==> config.mk <==
export PLATFORM = sky130hd
export DESIGN_NAME = pirfb_bank
export DESIGN_NICKNAME = d
export VERILOG_FILES = /design/src/hw/pirfb_pkg.sv /design/src/hw/pirfb_edge.sv /design/src/hw/pirfb_bank.sv
export SDC_FILE = /design/constraint.sdc
export NUM_CORES = 1
export LEC_CHECK = 0
export ABC_AREA = 1
export BUFFER_PORTS_ARGS = -buffer_cell sky130_fd_sc_hd__buf_2
export CAP_MARGIN = 10
export CORE_UTILIZATION = 43
export DETAILED_ROUTE_END_ITERATION = 12
export GPL_TIMING_DRIVEN = 0
export HOLD_SLACK_MARGIN = 0.1
export PLACE_DENSITY = 0.76
export SKIP_LAST_GASP = 1
export SLEW_MARGIN = 5
export SYNTH_ARGS = -nofsm -noshare
export SYNTH_HDL_FRONTEND = slang
export SYNTH_SLANG_ARGS = --single-unit
==> constraint.sdc <==
create_clock -name core_clk -period 1.6 [get_ports core_clk]
set_input_delay 0.32 -clock core_clk [delete_from_list [all_inputs] [get_ports core_clk]]
set_output_delay 0.32 -clock core_clk [all_outputs]
set_load 0.03 [all_outputs]
==> src/hw/pirfb_pkg.sv <==
package pirfb_pkg;
	// register byte addresses on the AHB-Lite bus
	localparam logic [7:0] FLAGS_A_ADDR  = 8'h00;
	localparam logic [7:0] FLAGS_B_ADDR  = 8'h04;
	localparam logic [7:0] ENABLE_A_ADDR = 8'h08;
	localparam logic [7:0] ENABLE_B_ADDR = 8'h0C;
	localparam logic [7:0] RX_DATA_ADDR  = 8'h10;
	localparam logic [7:0] TX_DATA_ADDR  = 8'h14;
	localparam logic [7:0] POWER_CTL_ADDR = 8'h18;
	localparam logic [7:0] RESET_CAUSE_ADDR = 8'h1C;

	// flag register a bit positions
	localparam int A_WIDE_TMR = 0;
	localparam int A_PERIOD   = 1;
	localparam int A_CAPCMP   = 2;
	localparam int A_SYNC     = 3;
	localparam int A_TX       = 4;
	localparam int A_RX       = 5;
	// flag register b bit positions
	localparam int B_CAPCMP   = 0;
	localparam int B_UNUSED   = 1;
	localparam int B_WAKE     = 2;
	localparam int B_COLL     = 3;
	localparam int B_NVWR     = 4;
	localparam int B_CMPA     = 5;
	localparam int B_CMPB     = 6;
	localparam int B_OSC      = 7;

	// software-writable flag masks
	localparam logic [7:0] A_SW_MASK = 8'h0F;
	localparam logic [7:0] B_SW_MASK = 8'hFD;
	localparam logic [7:0] FLAGS_RESET = 8'h00;

	// power control bit positions and reset
	localparam int PC_WAKE_EN = 5;
	localparam int PC_BOR_EN  = 4;
	localparam logic [7:0] POWER_CTL_RESET = 8'h10;
	localparam logic [7:0] POWER_CTL_MASK  = 8'h30;

	// reset cause bit positions (1 = that reset occurred)
	localparam int RC_POR  = 0;
	localparam int RC_BOR  = 1;
	localparam int RC_WDT  = 2;
	localparam int RC_PIN  = 3;
	localparam logic [3:0] RC_MASK = 4'hF;

	localparam logic [1:0] HTRANS_NONSEQ = 2'b10;

	typedef enum logic [1:0] {
		PIRFB_CC_OFF     = 2'b00,
		PIRFB_CC_CAPTURE = 2'b01,
		PIRFB_CC_COMPARE = 2'b11,
		PIRFB_CC_PWM     = 2'b10
	} pirfb_ccmode_e;

	// peripheral events, one-cycle pulses except the buffer levels
	typedef struct packed {
		logic wide_tmr_ovf;
		logic period_match;
		logic capa_capture;
		logic capa_match;
		logic capb_capture;
		logic capb_match;
		logic sync_xfer_done;
		logic i2c_seq_done;
		logic i2c_idle_startstop;
		logic osc_failover;
		logic nv_write_done;
		logic bus_collision;
		logic wake_event;
		logic rx_buf_full;
		logic tx_buf_empty;
	} pirfb_events_s;

	typedef struct packed {
		logic por;
		logic bor;
		logic wdt;
		logic pin;
	} pirfb_rcause_s;
endpackage : pirfb_pkg

==> src/hw/pirfb_edge.sv <==
`timescale 1ns/1ns
// flags a change of an asynchronous level after two-stage sync
module pirfb_edge
	import pirfb_pkg::*;
(
	input  wire logic core_clk,
	input  wire logic rst_n,
	input  wire logic level_in,
	output logic      changed
);
	typedef struct packed {
		logic s1;
		logic s2;
		logic s3;
	} pirfb_edge_s;

	pirfb_edge_s st;
	pirfb_edge_s next_st;

	always_comb begin
		next_st    = st;
		next_st.s1 = level_in;
		next_st.s2 = st.s1;
		next_st.s3 = st.s2;
	end

	always_ff @(posedge core_clk) begin
		if (!rst_n) begin
			st <= '0;
		end else begin
			st <= next_st;
		end
	end

	// s1 feeds only s2; compare settled stages
	assign changed = st.s2 ^ st.s3;
endmodule : pirfb_edge

==> src/hw/pirfb_bank.sv <==
`timescale 1ns/1ns
// Summary of operation
// [RULE1] flags set regardless of any enable
// [RULE2] software clears flags before enabling interrupts
// [RULE3] rx flag follows buffer, cleared by read
// [RULE4] tx flag follows empty, cleared by write
// [RULE5] sync port flag set on event, software clears
// [RULE6] i2c master sequence completion sets sync flag
// [RULE7] idle start or stop sets sync flag
// [RULE8] capture sets unit flag, software clears
// [RULE9] compare match sets unit flag, sticky
// [RULE10] period timer match sets flag, sticky
// [RULE11] wide timer overflow sets flag, sticky
// [RULE12] oscillator failover sets flag, software clears
// [RULE13] comparator b change sets flag, sticky
// [RULE14] comparator a change sets flag, sticky
// [RULE15] nv write completion sets flag
// [RULE16] i2c master collision sets flag
// [RULE17] wake-up condition sets flag, sticky
// [RULE18] bit one reads zero; pwm leaves unused
// [RULE19] reset cause flags and power controls kept
// [RULE20] request when flag and enable both set
module pirfb_bank
	import pirfb_pkg::*;
(
	input  wire logic          core_clk,
	input  wire logic          rst_n,
	input  wire logic          hsel,
	input  wire logic [31:0]   haddr,
	input  wire logic [1:0]    htrans,
	input  wire logic          hwrite,
	input  wire logic [2:0]    hsize,
	input  wire logic [31:0]   hwdata,
	input  wire logic          hready,
	output logic      [31:0]   hrdata,
	output logic               hreadyout,
	output logic               hresp,
	input  wire pirfb_events_s events,
	input  wire pirfb_ccmode_e capa_mode,
	input  wire pirfb_ccmode_e capb_mode,
	input  wire logic          comparator_a_output,
	input  wire logic          comparator_b_output,
	input  wire pirfb_rcause_s reset_cause_in,
	input  wire logic [7:0]    rx_data_in,
	output logic               rx_data_read,
	output logic               tx_data_write,
	output logic      [7:0]    tx_data_out,
	output logic               low_power_wake_enable,
	output logic               soft_brownout_enable,
	output logic               peripheral_irq_req
);
	typedef struct packed {
		logic          dp_valid;
		logic          dp_write;
		logic [7:0]    dp_addr;
		logic [31:0]   rdata;
		logic [7:0]    flags_a;
		logic [7:0]    flags_b;
		logic [7:0]    enable_a;
		logic [7:0]    enable_b;
		logic [7:0]    power_ctl;
		logic [3:0]    rcause;
		logic          rcause_armed;
		logic [7:0]    tx_data;
		logic          rx_rd;
		logic          tx_wr;
		logic          irq;
	} pirfb_state_s;

	pirfb_state_s st;
	pirfb_state_s next_st;
	logic         cmpa_chg;
	logic         cmpb_chg;
	logic [7:0]   set_a;
	logic [7:0]   set_b;
	logic [7:0]   flags_a_view;
	logic         addr_phase;

	pirfb_edge u_cmpa (
		.core_clk (core_clk),
		.rst_n    (rst_n),
		.level_in (comparator_a_output),
		.changed  (cmpa_chg)
	);
	pirfb_edge u_cmpb (
		.core_clk (core_clk),
		.rst_n    (rst_n),
		.level_in (comparator_b_output),
		.changed  (cmpb_chg)
	);

	assign addr_phase = hsel && hready && (htrans == HTRANS_NONSEQ);

	// live buffer levels override stored bits in the read view
	always_comb begin
		flags_a_view        = st.flags_a & A_SW_MASK;
		flags_a_view[A_RX]  = events.rx_buf_full;  // [RULE3]
		flags_a_view[A_TX]  = events.tx_buf_empty; // [RULE4]
	end

	// event set vectors, independent of any enable [RULE1]
	always_comb begin
		set_a              = '0;
		set_a[A_WIDE_TMR]  = events.wide_tmr_ovf;               // [RULE11]
		set_a[A_PERIOD]    = events.period_match;               // [RULE10]
		set_a[A_CAPCMP]    = (capa_mode == PIRFB_CC_CAPTURE && events.capa_capture) // [RULE8]
			|| (capa_mode == PIRFB_CC_COMPARE && events.capa_match);             // [RULE9]
		set_a[A_SYNC]      = events.sync_xfer_done              // [RULE5]
			|| events.i2c_seq_done                              // [RULE6]
			|| events.i2c_idle_startstop;                       // [RULE7]
		set_b              = '0;
		set_b[B_CAPCMP]    = (capb_mode == PIRFB_CC_CAPTURE && events.capb_capture) // [RULE8]
			|| (capb_mode == PIRFB_CC_COMPARE && events.capb_match);             // [RULE9] [RULE18]
		set_b[B_WAKE]      = events.wake_event;                 // [RULE17]
		set_b[B_COLL]      = events.bus_collision;              // [RULE16]
		set_b[B_NVWR]      = events.nv_write_done;              // [RULE15]
		set_b[B_CMPA]      = cmpa_chg;                          // [RULE14]
		set_b[B_CMPB]      = cmpb_chg;                          // [RULE13]
		set_b[B_OSC]       = events.osc_failover;               // [RULE12]
	end

	always_comb begin
		next_st       = st;
		next_st.rx_rd = 1'b0;
		next_st.tx_wr = 1'b0;
		if (hready) begin
			next_st.dp_valid = addr_phase;
			next_st.dp_write = hwrite;
			next_st.dp_addr  = haddr[7:0];
		end
		// data phase write; software may set or clear flags
		if (st.dp_valid && st.dp_write) begin
			if (st.dp_addr == FLAGS_A_ADDR) begin
				next_st.flags_a = hwdata[7:0] & A_SW_MASK;
			end else if (st.dp_addr == FLAGS_B_ADDR) begin
				next_st.flags_b = hwdata[7:0] & B_SW_MASK; // [RULE18]
			end else if (st.dp_addr == ENABLE_A_ADDR) begin
				next_st.enable_a = hwdata[7:0];
			end else if (st.dp_addr == ENABLE_B_ADDR) begin
				next_st.enable_b = hwdata[7:0] & B_SW_MASK;
			end else if (st.dp_addr == TX_DATA_ADDR) begin
				next_st.tx_data = hwdata[7:0];
				next_st.tx_wr   = 1'b1; // [RULE4]
			end else if (st.dp_addr == POWER_CTL_ADDR) begin
				next_st.power_ctl = hwdata[7:0] & POWER_CTL_MASK; // [RULE19]
			end else if (st.dp_addr == RESET_CAUSE_ADDR) begin
				// writing 1 acknowledges a cause
				next_st.rcause = st.rcause & ~(hwdata[3:0] & RC_MASK); // [RULE19]
			end
		end
		// latch the reset cause once after release
		if (!st.rcause_armed) begin
			next_st.rcause_armed = 1'b1;
			// the struct lists causes msb first, so map each one to its register bit
			next_st.rcause[RC_POR] = reset_cause_in.por; // [RULE19]
			next_st.rcause[RC_BOR] = reset_cause_in.bor;
			next_st.rcause[RC_WDT] = reset_cause_in.wdt;
			next_st.rcause[RC_PIN] = reset_cause_in.pin;
		end
		// sets win over a same-cycle software clear [RULE1]
		next_st.flags_a = next_st.flags_a | set_a;
		next_st.flags_b = (next_st.flags_b | set_b) & B_SW_MASK;
		// read data captured in address phase, presented in data phase
		next_st.rdata = '0;
		if (addr_phase && !hwrite) begin
			if (haddr[7:0] == FLAGS_A_ADDR) begin
				next_st.rdata[7:0] = flags_a_view;
			end else if (haddr[7:0] == FLAGS_B_ADDR) begin
				next_st.rdata[7:0] = st.flags_b & B_SW_MASK; // [RULE18]
			end else if (haddr[7:0] == ENABLE_A_ADDR) begin
				next_st.rdata[7:0] = st.enable_a;
			end else if (haddr[7:0] == ENABLE_B_ADDR) begin
				next_st.rdata[7:0] = st.enable_b;
			end else if (haddr[7:0] == RX_DATA_ADDR) begin
				next_st.rdata[7:0] = rx_data_in;
				next_st.rx_rd      = 1'b1; // [RULE3]
			end else if (haddr[7:0] == TX_DATA_ADDR) begin
				next_st.rdata[7:0] = st.tx_data;
			end else if (haddr[7:0] == POWER_CTL_ADDR) begin
				next_st.rdata[7:0] = st.power_ctl;
			end else if (haddr[7:0] == RESET_CAUSE_ADDR) begin
				next_st.rdata[3:0] = st.rcause;
			end
		end
		// combined request from updated flags [RULE20]
		// stored bits from next state so a cleared flag drops the request at once
		next_st.irq = |(((next_st.flags_a & A_SW_MASK) | (flags_a_view & ~A_SW_MASK)) & st.enable_a)
			|| |(next_st.flags_b & st.enable_b);
	end

	always_ff @(posedge core_clk) begin
		if (!rst_n) begin
			st           <= '0;
			st.power_ctl <= POWER_CTL_RESET;
			st.flags_a   <= FLAGS_RESET; // [RULE20]
			st.flags_b   <= FLAGS_RESET;
		end else begin
			st <= next_st;
		end
	end

	assign hrdata                = st.rdata;
	assign hreadyout             = 1'b1;
	assign hresp                 = 1'b0;
	assign rx_data_read          = st.rx_rd;
	assign tx_data_write         = st.tx_wr;
	assign tx_data_out           = st.tx_data;
	assign low_power_wake_enable = st.power_ctl[PC_WAKE_EN];
	assign soft_brownout_enable  = st.power_ctl[PC_BOR_EN];
	assign peripheral_irq_req    = st.irq;

	AST_WIDE_TMR_SET: assert property (@(posedge core_clk) disable iff (!rst_n) // [RULE11]
		events.wide_tmr_ovf |=> st.flags_a[A_WIDE_TMR]) else $error("overflow flag not set");
	AST_PERIOD_SET: assert property (@(posedge core_clk) disable iff (!rst_n) // [RULE10]
		events.period_match |=> st.flags_a[A_PERIOD]) else $error("period flag not set");
	AST_SYNC_SET: assert property (@(posedge core_clk) disable iff (!rst_n) // [RULE5]
		(events.sync_xfer_done || events.i2c_seq_done || events.i2c_idle_startstop)
		|=> st.flags_a[A_SYNC]) else $error("sync flag not set");
	AST_CAPA_CAPTURE: assert property (@(posedge core_clk) disable iff (!rst_n) // [RULE8]
		(capa_mode == PIRFB_CC_CAPTURE && events.capa_capture) |=> st.flags_a[A_CAPCMP])
		else $error("capture flag not set");
	AST_CAPB_PWM: assert property (@(posedge core_clk) disable iff (!rst_n) // [RULE18]
		(capb_mode == PIRFB_CC_PWM && !st.flags_b[B_CAPCMP] && !(st.dp_valid && st.dp_write))
		|=> !st.flags_b[B_CAPCMP]) else $error("pwm mode set unit b flag");
	AST_UNUSED_ZERO: assert property (@(posedge core_clk) disable iff (!rst_n) // [RULE18]
		!st.flags_b[B_UNUSED]) else $error("unimplemented bit set");
	AST_OSC_STICKY: assert property (@(posedge core_clk) disable iff (!rst_n) // [RULE12]
		(st.flags_b[B_OSC] && !(st.dp_valid && st.dp_write)) |=> st.flags_b[B_OSC])
		else $error("osc flag dropped without write");
	AST_CMPA_CHANGE: assert property (@(posedge core_clk) disable iff (!rst_n) // [RULE14]
		cmpa_chg |=> st.flags_b[B_CMPA]) else $error("comparator a flag not set");
	AST_RX_READ: assert property (@(posedge core_clk) disable iff (!rst_n) // [RULE3]
		(addr_phase && !hwrite && haddr[7:0] == RX_DATA_ADDR) |=> rx_data_read)
		else $error("rx read strobe missing");
	AST_IRQ_GATE: assert property (@(posedge core_clk) disable iff (!rst_n) // [RULE20]
		((st.flags_b & st.enable_b) != 8'h00 && $stable(st.enable_b) && $stable(st.flags_b))
		|-> peripheral_irq_req) else $error("request missing");

	COV_IRQ: cover property (@(posedge core_clk) disable iff (!rst_n) $rose(peripheral_irq_req));
	COV_TX_WRITE: cover property (@(posedge core_clk) disable iff (!rst_n) tx_data_write);
	COV_SET_CLEAR: cover property (@(posedge core_clk) disable iff (!rst_n)
		st.dp_valid && st.dp_write && st.dp_addr == FLAGS_B_ADDR && set_b != 8'h00);
endmodule : pirfb_bank

**Word-level counts from Yosys, hierarchy flattened**

Index checks and enable logic that the tools add are counted.

- Equal/unequal tests: 26
- Mux-type cells: 25
- Bitwise operators: 17
- Reductions and logical operators: 27

Operators with widths:

| operator | number |
|---|---|
| $mux W8 | 10 |
| $eq A8 B5 Y1 const B | 7 |
| $mux W44 | 1 |
| $mux W36 | 1 |
| $eq A8 B4 Y1 const B | 4 |
| $mux W28 | 1 |
| $mux W10 | 2 |
| $mux W20 | 1 |
| $eq A8 B3 Y1 const B | 2 |
| $logic_not A8 Y1 | 2 |
| $mux W4 | 4 |
| $reduce_or A8 Y1 | 2 |
| $ne A2 B2 Y1 const B | 6 |
| $reduce_or A6 Y1 | 2 |
| $and A6 B8 Y8 | 1 |
| $and A8 B8 Y8 | 1 |
| $logic_and A1 B1 Y1 | 8 |
| $not A1 Y1 | 8 |
| $or A8 B4 Y8 | 1 |
| $or A8 B8 Y8 | 1 |
| $reduce_and A8 Y1 | 1 |
| $reduce_and A7 Y1 | 1 |
| $eq A2 B2 Y1 const B | 3 |
| $mux W6 | 1 |
| other kinds (16) | 24 |

- Register bits: 97
- Bits of input ports: 107
- Output and inout bits: 47
- Logic and storage cells: 119

**Longest topological paths before layout**

- Depth after elaboration: 15
- Gate-level depth with buffers: 13
- Depth with buffers taken out: 13

**By module**

From an unflattened synthesis, not the netlist that was laid out.

- Cells, all modules: 509
- Area, all modules: 3588.4 µm²

By module, submodules not included:

| module | times used | cells an instance | area each (µm²) | sequential area each (µm²) |
|---|---|---|---|---|
| pirfb_bank | 1 | 481 | 3385.7 | 1241.2 |
| pirfb_edge | 2 | 14 | 101.3 | 60.1 |

**Worst setup path before layout**

No wires, ideal clock.

- Path type: in2reg
- From: input port haddr[1]
- To: register st (netlist bit hrdata[6])
- Library setup time: 0.112 ns
- Data arrival time: 1.361 ns
- Data required time: 1.488 ns
- Setup slack: 0.127 ns
- Stages on the path: 9
- Path buffers: 0
- Cells stage by stage: or2_1 nor2_2 nand2_1 nor2_2 nor2_4 nand2_1 nor2_1 nand2_1 nand2_1

- Longest elaborated chain between the ends: 6
- Elaborated cells on any way between the ends: 12
- Those cells by class: eq/ne: 5; mux: 5; reduce/logical: 2

Ends and longest elaborated chain:

| element | line | RTL |
|---|---|---|
| from (decl) | pirfb_bank.sv:29 | `input wire logic [31:0] haddr,` |
| $eq A8 B5 Y1 | pirfb_bank.sv:177 | `end else if (haddr[7:0] == TX_DATA_ADDR) begin` |
| $mux W8 | pirfb_bank.sv:177 |  |
| $mux W8 | pirfb_bank.sv:174 | `end else if (haddr[7:0] == RX_DATA_ADDR) begin` |
| $mux W8 | pirfb_bank.sv:172 | `end else if (haddr[7:0] == ENABLE_B_ADDR) begin` |
| $mux W8 | pirfb_bank.sv:170 | `end else if (haddr[7:0] == ENABLE_A_ADDR) begin` |
| $mux W8 | pirfb_bank.sv:168 | `end else if (haddr[7:0] == FLAGS_B_ADDR) begin` |
| to (signal assigned) | pirfb_bank.sv:198 | `st <= next_st;` |
| to (decl) | pirfb_bank.sv:70 | `pirfb_state_s st;` |

Several ways; a longest one is shown, not always the timed one.
A chain may end at the register's enable or synchronous reset.

**Worst setup path after layout**

- From: register st[93] (netlist bit)
- To: register st (netlist bit tx_data_out[7])

- Longest elaborated chain between the ends: 3
- Elaborated cells on any way between the ends: 10
- Those cells by class: eq/ne: 4; bitwise: 4; reduce/logical: 2

Ends and longest elaborated chain:

| element | line | RTL |
|---|---|---|
| $eq A8 B4 Y1 (tied with other cells) | pirfb_bank.sv:139 | `end else if (st.dp_addr == ENABLE_B_ADDR) begin` |
| $not A1 Y1 (no line) | n/a |  |
| $reduce_and A6 Y1 (no line) * | n/a |  |

Every way passes the cells marked *; elsewhere a longest branch is shown, timed or not.

==> results.yml <==
clock_tree:
  clk_pin_slew_ns: 0.07
  clk_latency_ns: 0.35
  cts_tree: "built"
  clockBufferDepth: 2
  cts.sinks: 68
  cts_root_buffer: "clkbuf_8"
  numCtsBuffers: 9
  htreeDepth: 3
logic_synthesis:
  yosysWarningCount: 0
  ys_ff_latch: 68
  netlist.area_leader.share_pct: 38.3
  synth_area_leaders: "dfxtp_1 (38%), nand2_1 (11%), buf_4 (9.3%), inv_1 (7.2%), o21ai_0 (6.1%)"
  ys_types: 36
  synth_flop_cell: "dfxtp_1"
  async_reset_ff_share_pct: 0
  synth_edf_count: 0
  avgSynthCellArea_um2: 7.14
  synth_area_leader_cell: "dfxtp_1"
  syn-cell-area_um2: 3550
  yosysSeqAreaShare_pct: 38.3
  synthCells: 498
floorplanning:
  die_area_um2: 8630
  fp.dieH_um: 92.9
  die_w_um: 92.9
  pin_count: 154
  fp.coreArea_um2: 7850
  start_util_pct: 45.3
  num_rows: 32
run:
  maxCapViolCount: 0
outcome:
  violations: "negative setup slack"
  status: "complete, but fails checks"
global_route:
  grt_first_pass_wirelength_um: 15200
  grt.busiest_layer: "met2"
  gr-usage-met3_pct: 4.52
  track_usage_pct: 23.3
  grt_max_degree: 13
  grt_pass1_vias: 3266
  grt_use_met1_pct: 29.6
  antenna_found_initial: 0
  use_met2_pct: 37.9
  gr-total-overflow: 0
drt:
  drc: 0
  wl_um: 9910
  drtIter0Drc: 348
  antenna_left: 0
  dr.pass1.iters: 5
  vias: 3641
  wire_per_inst_um: 13.6
  vias_per_cell: 5.00
cells_and_area:
  drive_gt1_share_pct: 33.9
  nets: 728
  post-route-util_pct: 59.3
  antenna_cells: 0
  syn_to_final_growth_pct: 31.0
power:
  p_leak_uw: 0.00234
  peakVddDrop_mv: 0.412
  powerDensity_nw_per_um2: 846
sta:
  max_slew_margin_pct: 46.2
  period_share_pct: 103
  max_freq_ghz: 0.604
  layout_setup_ws_ns: -0.0546
  rsz0062_at_grt: "true"
  finalCriticalPeriod_ns: 1.65
  worst_pin_slew_ns: 0.807
  finalMaxSlewViolations: 0
  finalSetupViolCount: 2
  fin_skew_ns: 0.00799
  hold_violations: 0
worst_setup_path:
  start_kind: "register"
  cp.required_ns: 1.84
  critPathCaptureType: "register"
  cpMostUsedCell: "nor2_4"
  arrival_ns: 1.90
  cp_slowest_cell: "dfxtp_4"
  worst-setup-path-type: "reg2reg"
  crit_chain: "nor2_4, nand2_4, nor2_4, buf_4, nor2_4, nand2_2, or2_4, buf_8, buf_12, o21ai_4, a21oi_2"
  cpPeakStageDelay_ns: 0.36
  cp_max_fo: 5
place:
  pre_cts_slack_ns: -0.371
  port_buffers: 76
  gp_congestion: 0.927
  dp_hpwl_um: 7340
worst_hold_path:
  min_path_type: "in2reg"
cell type report:
type	instances	area (um2)
clock buffers	11	151
well taps	102	128
flip-flops and latches	68	1380
repair buffers	88	490
plain buffers	55	409
fillers	746	3190
clock inverters	5	82.6
multi-input cells	329	1760
inverters	70	263
per-stage QoR:
stage          power (uW)  hold WS, ns  TNS (ns)  std cells  area [um2]
6_report             3940        0.150   -0.0624        728        4660
5_1_grt              4070        0.148    -0.935        728        4660
4_1_cts              3900        0.144   -0.0249        721        4460
3_5_place_dp         2270        0.399     -2.85        700        4150
3_3_place_gp         2260        0.397     -2.32        700        4150
2_1_floorplan        2120        0.348         0        522        3640
where the power goes:
group | switching (uW) | leakage, uW | internal (uW)
Sequential | 34.2 | 0.000558 | 1740
Clock | 681 | 0.000120 | 968
Combinational | 317 | 0.00166 | 195
Total | 1030 | 0.00234 | 2910
kinds of logic (layout without fill, tap and decap cells):
group	after synthesis	count (layout)	share of synthesized area, %
AO/OA/AOI/OAI	99	99	14.9
other	2	26	0.211
flip-flops	68	68	38.3
AND/OR/NAND/NOR	202	202	27.5
XOR/XNOR	2	2	0.493
buffers and inverters	125	229	18.6
state kept, by name, indices dropped and copies added (netlist names):
register               count
u_cmpb.next_st             2
tx_data_write              1
flags_a_view               4
peripheral_irq_req         1
tx_data_out                8
hrdata                     8
low_power_wake_enable      1
soft_brownout_enable       1
rx_data_read               1
u_cmpb.st                  1
u_cmpa.st                  1
u_cmpa.next_st             2
st                        37
path summary, 6_finish.rpt:
kind	endpoint	slack [ns]	from	depth (start not counted)
min	u_cmpb.next_st[1]	0.15	comparator_b_output	3
max	tx_data_out[7]	-0.05	st[93]	11
min reg2reg	u_cmpb.next_st[0]	0.41	u_cmpb.next_st[1]	2
max reg2reg	tx_data_out[7]	-0.05	st[93]	11
worst max-delay path, delay by kind of cell, from the launching register on:
family,cells,cell delay (ns)
buffers and inverters,3,0.40
and+or+nand+nor,6,0.64
AOI/OAI and AO/OA,2,0.15
DFF,1,0.36
cells in the mapped netlist, types with 2 or more instances:
cell type / n
nand2_4: 2
o21ai_0: 43
conb_1: 2
nor2_1: 23
xnor2_1: 2
buf_2: 3
inv_1: 68
nand3_1: 27
nand4_1: 8
clkbuf_1: 6
nor2_4: 8
inv_2: 2
a21oi_1: 40
nand2_1: 104
a31oi_1: 8
o211ai_1: 2
nor3_1: 8
nand2_2: 2
dfxtp_1: 68
nand3b_1: 5
buf_4: 44
nor2_2: 7
or2_1: 2
o21a_1: 2
layout by cell type (no fill, tap or decap), drive strengths merged:
master       Yosys  layout
nand2          108     108
and3b            1       1
dlygate4sd3      0       1
o31ai            1       1
inv             70      71
buf             49     135
nor2            38      38
nor3             9       9
or2              3       3
xnor2            2       2
o211ai           2       2
clkbuf           6      18
clkinv           0       2
nand4            9       9
o21ai           44      44
nand3b           5       5
a31oi            8       8
conb             2      26
o2111ai          1       1
dfxtp           68      68
nand3           28      28
a21oi           41      41
o21a             2       2
bufinv           0       2
and3             1       1
per-layer routing:
| metal | vias up | share of wire (%) |
|---|---|---|
| met5 | - | 0 |
| li1 | 1782 | - |
| met4 | 0 | 2.6 |
| met2 | 195 | 47 |
| met1 | 1640 | 42 |
| met3 | 24 | 8.5 |
repair_timing:
item                                   CTS  global route
buffers inserted                         4             5
setup endpoints to repair                8            31
gates cloned                             0             2
hold buffers                             1             0
resized for setup                       12            47
pin swaps                                4            13
endpoints found under the hold margin    1             0
Power figures use the tool's default switching activity.
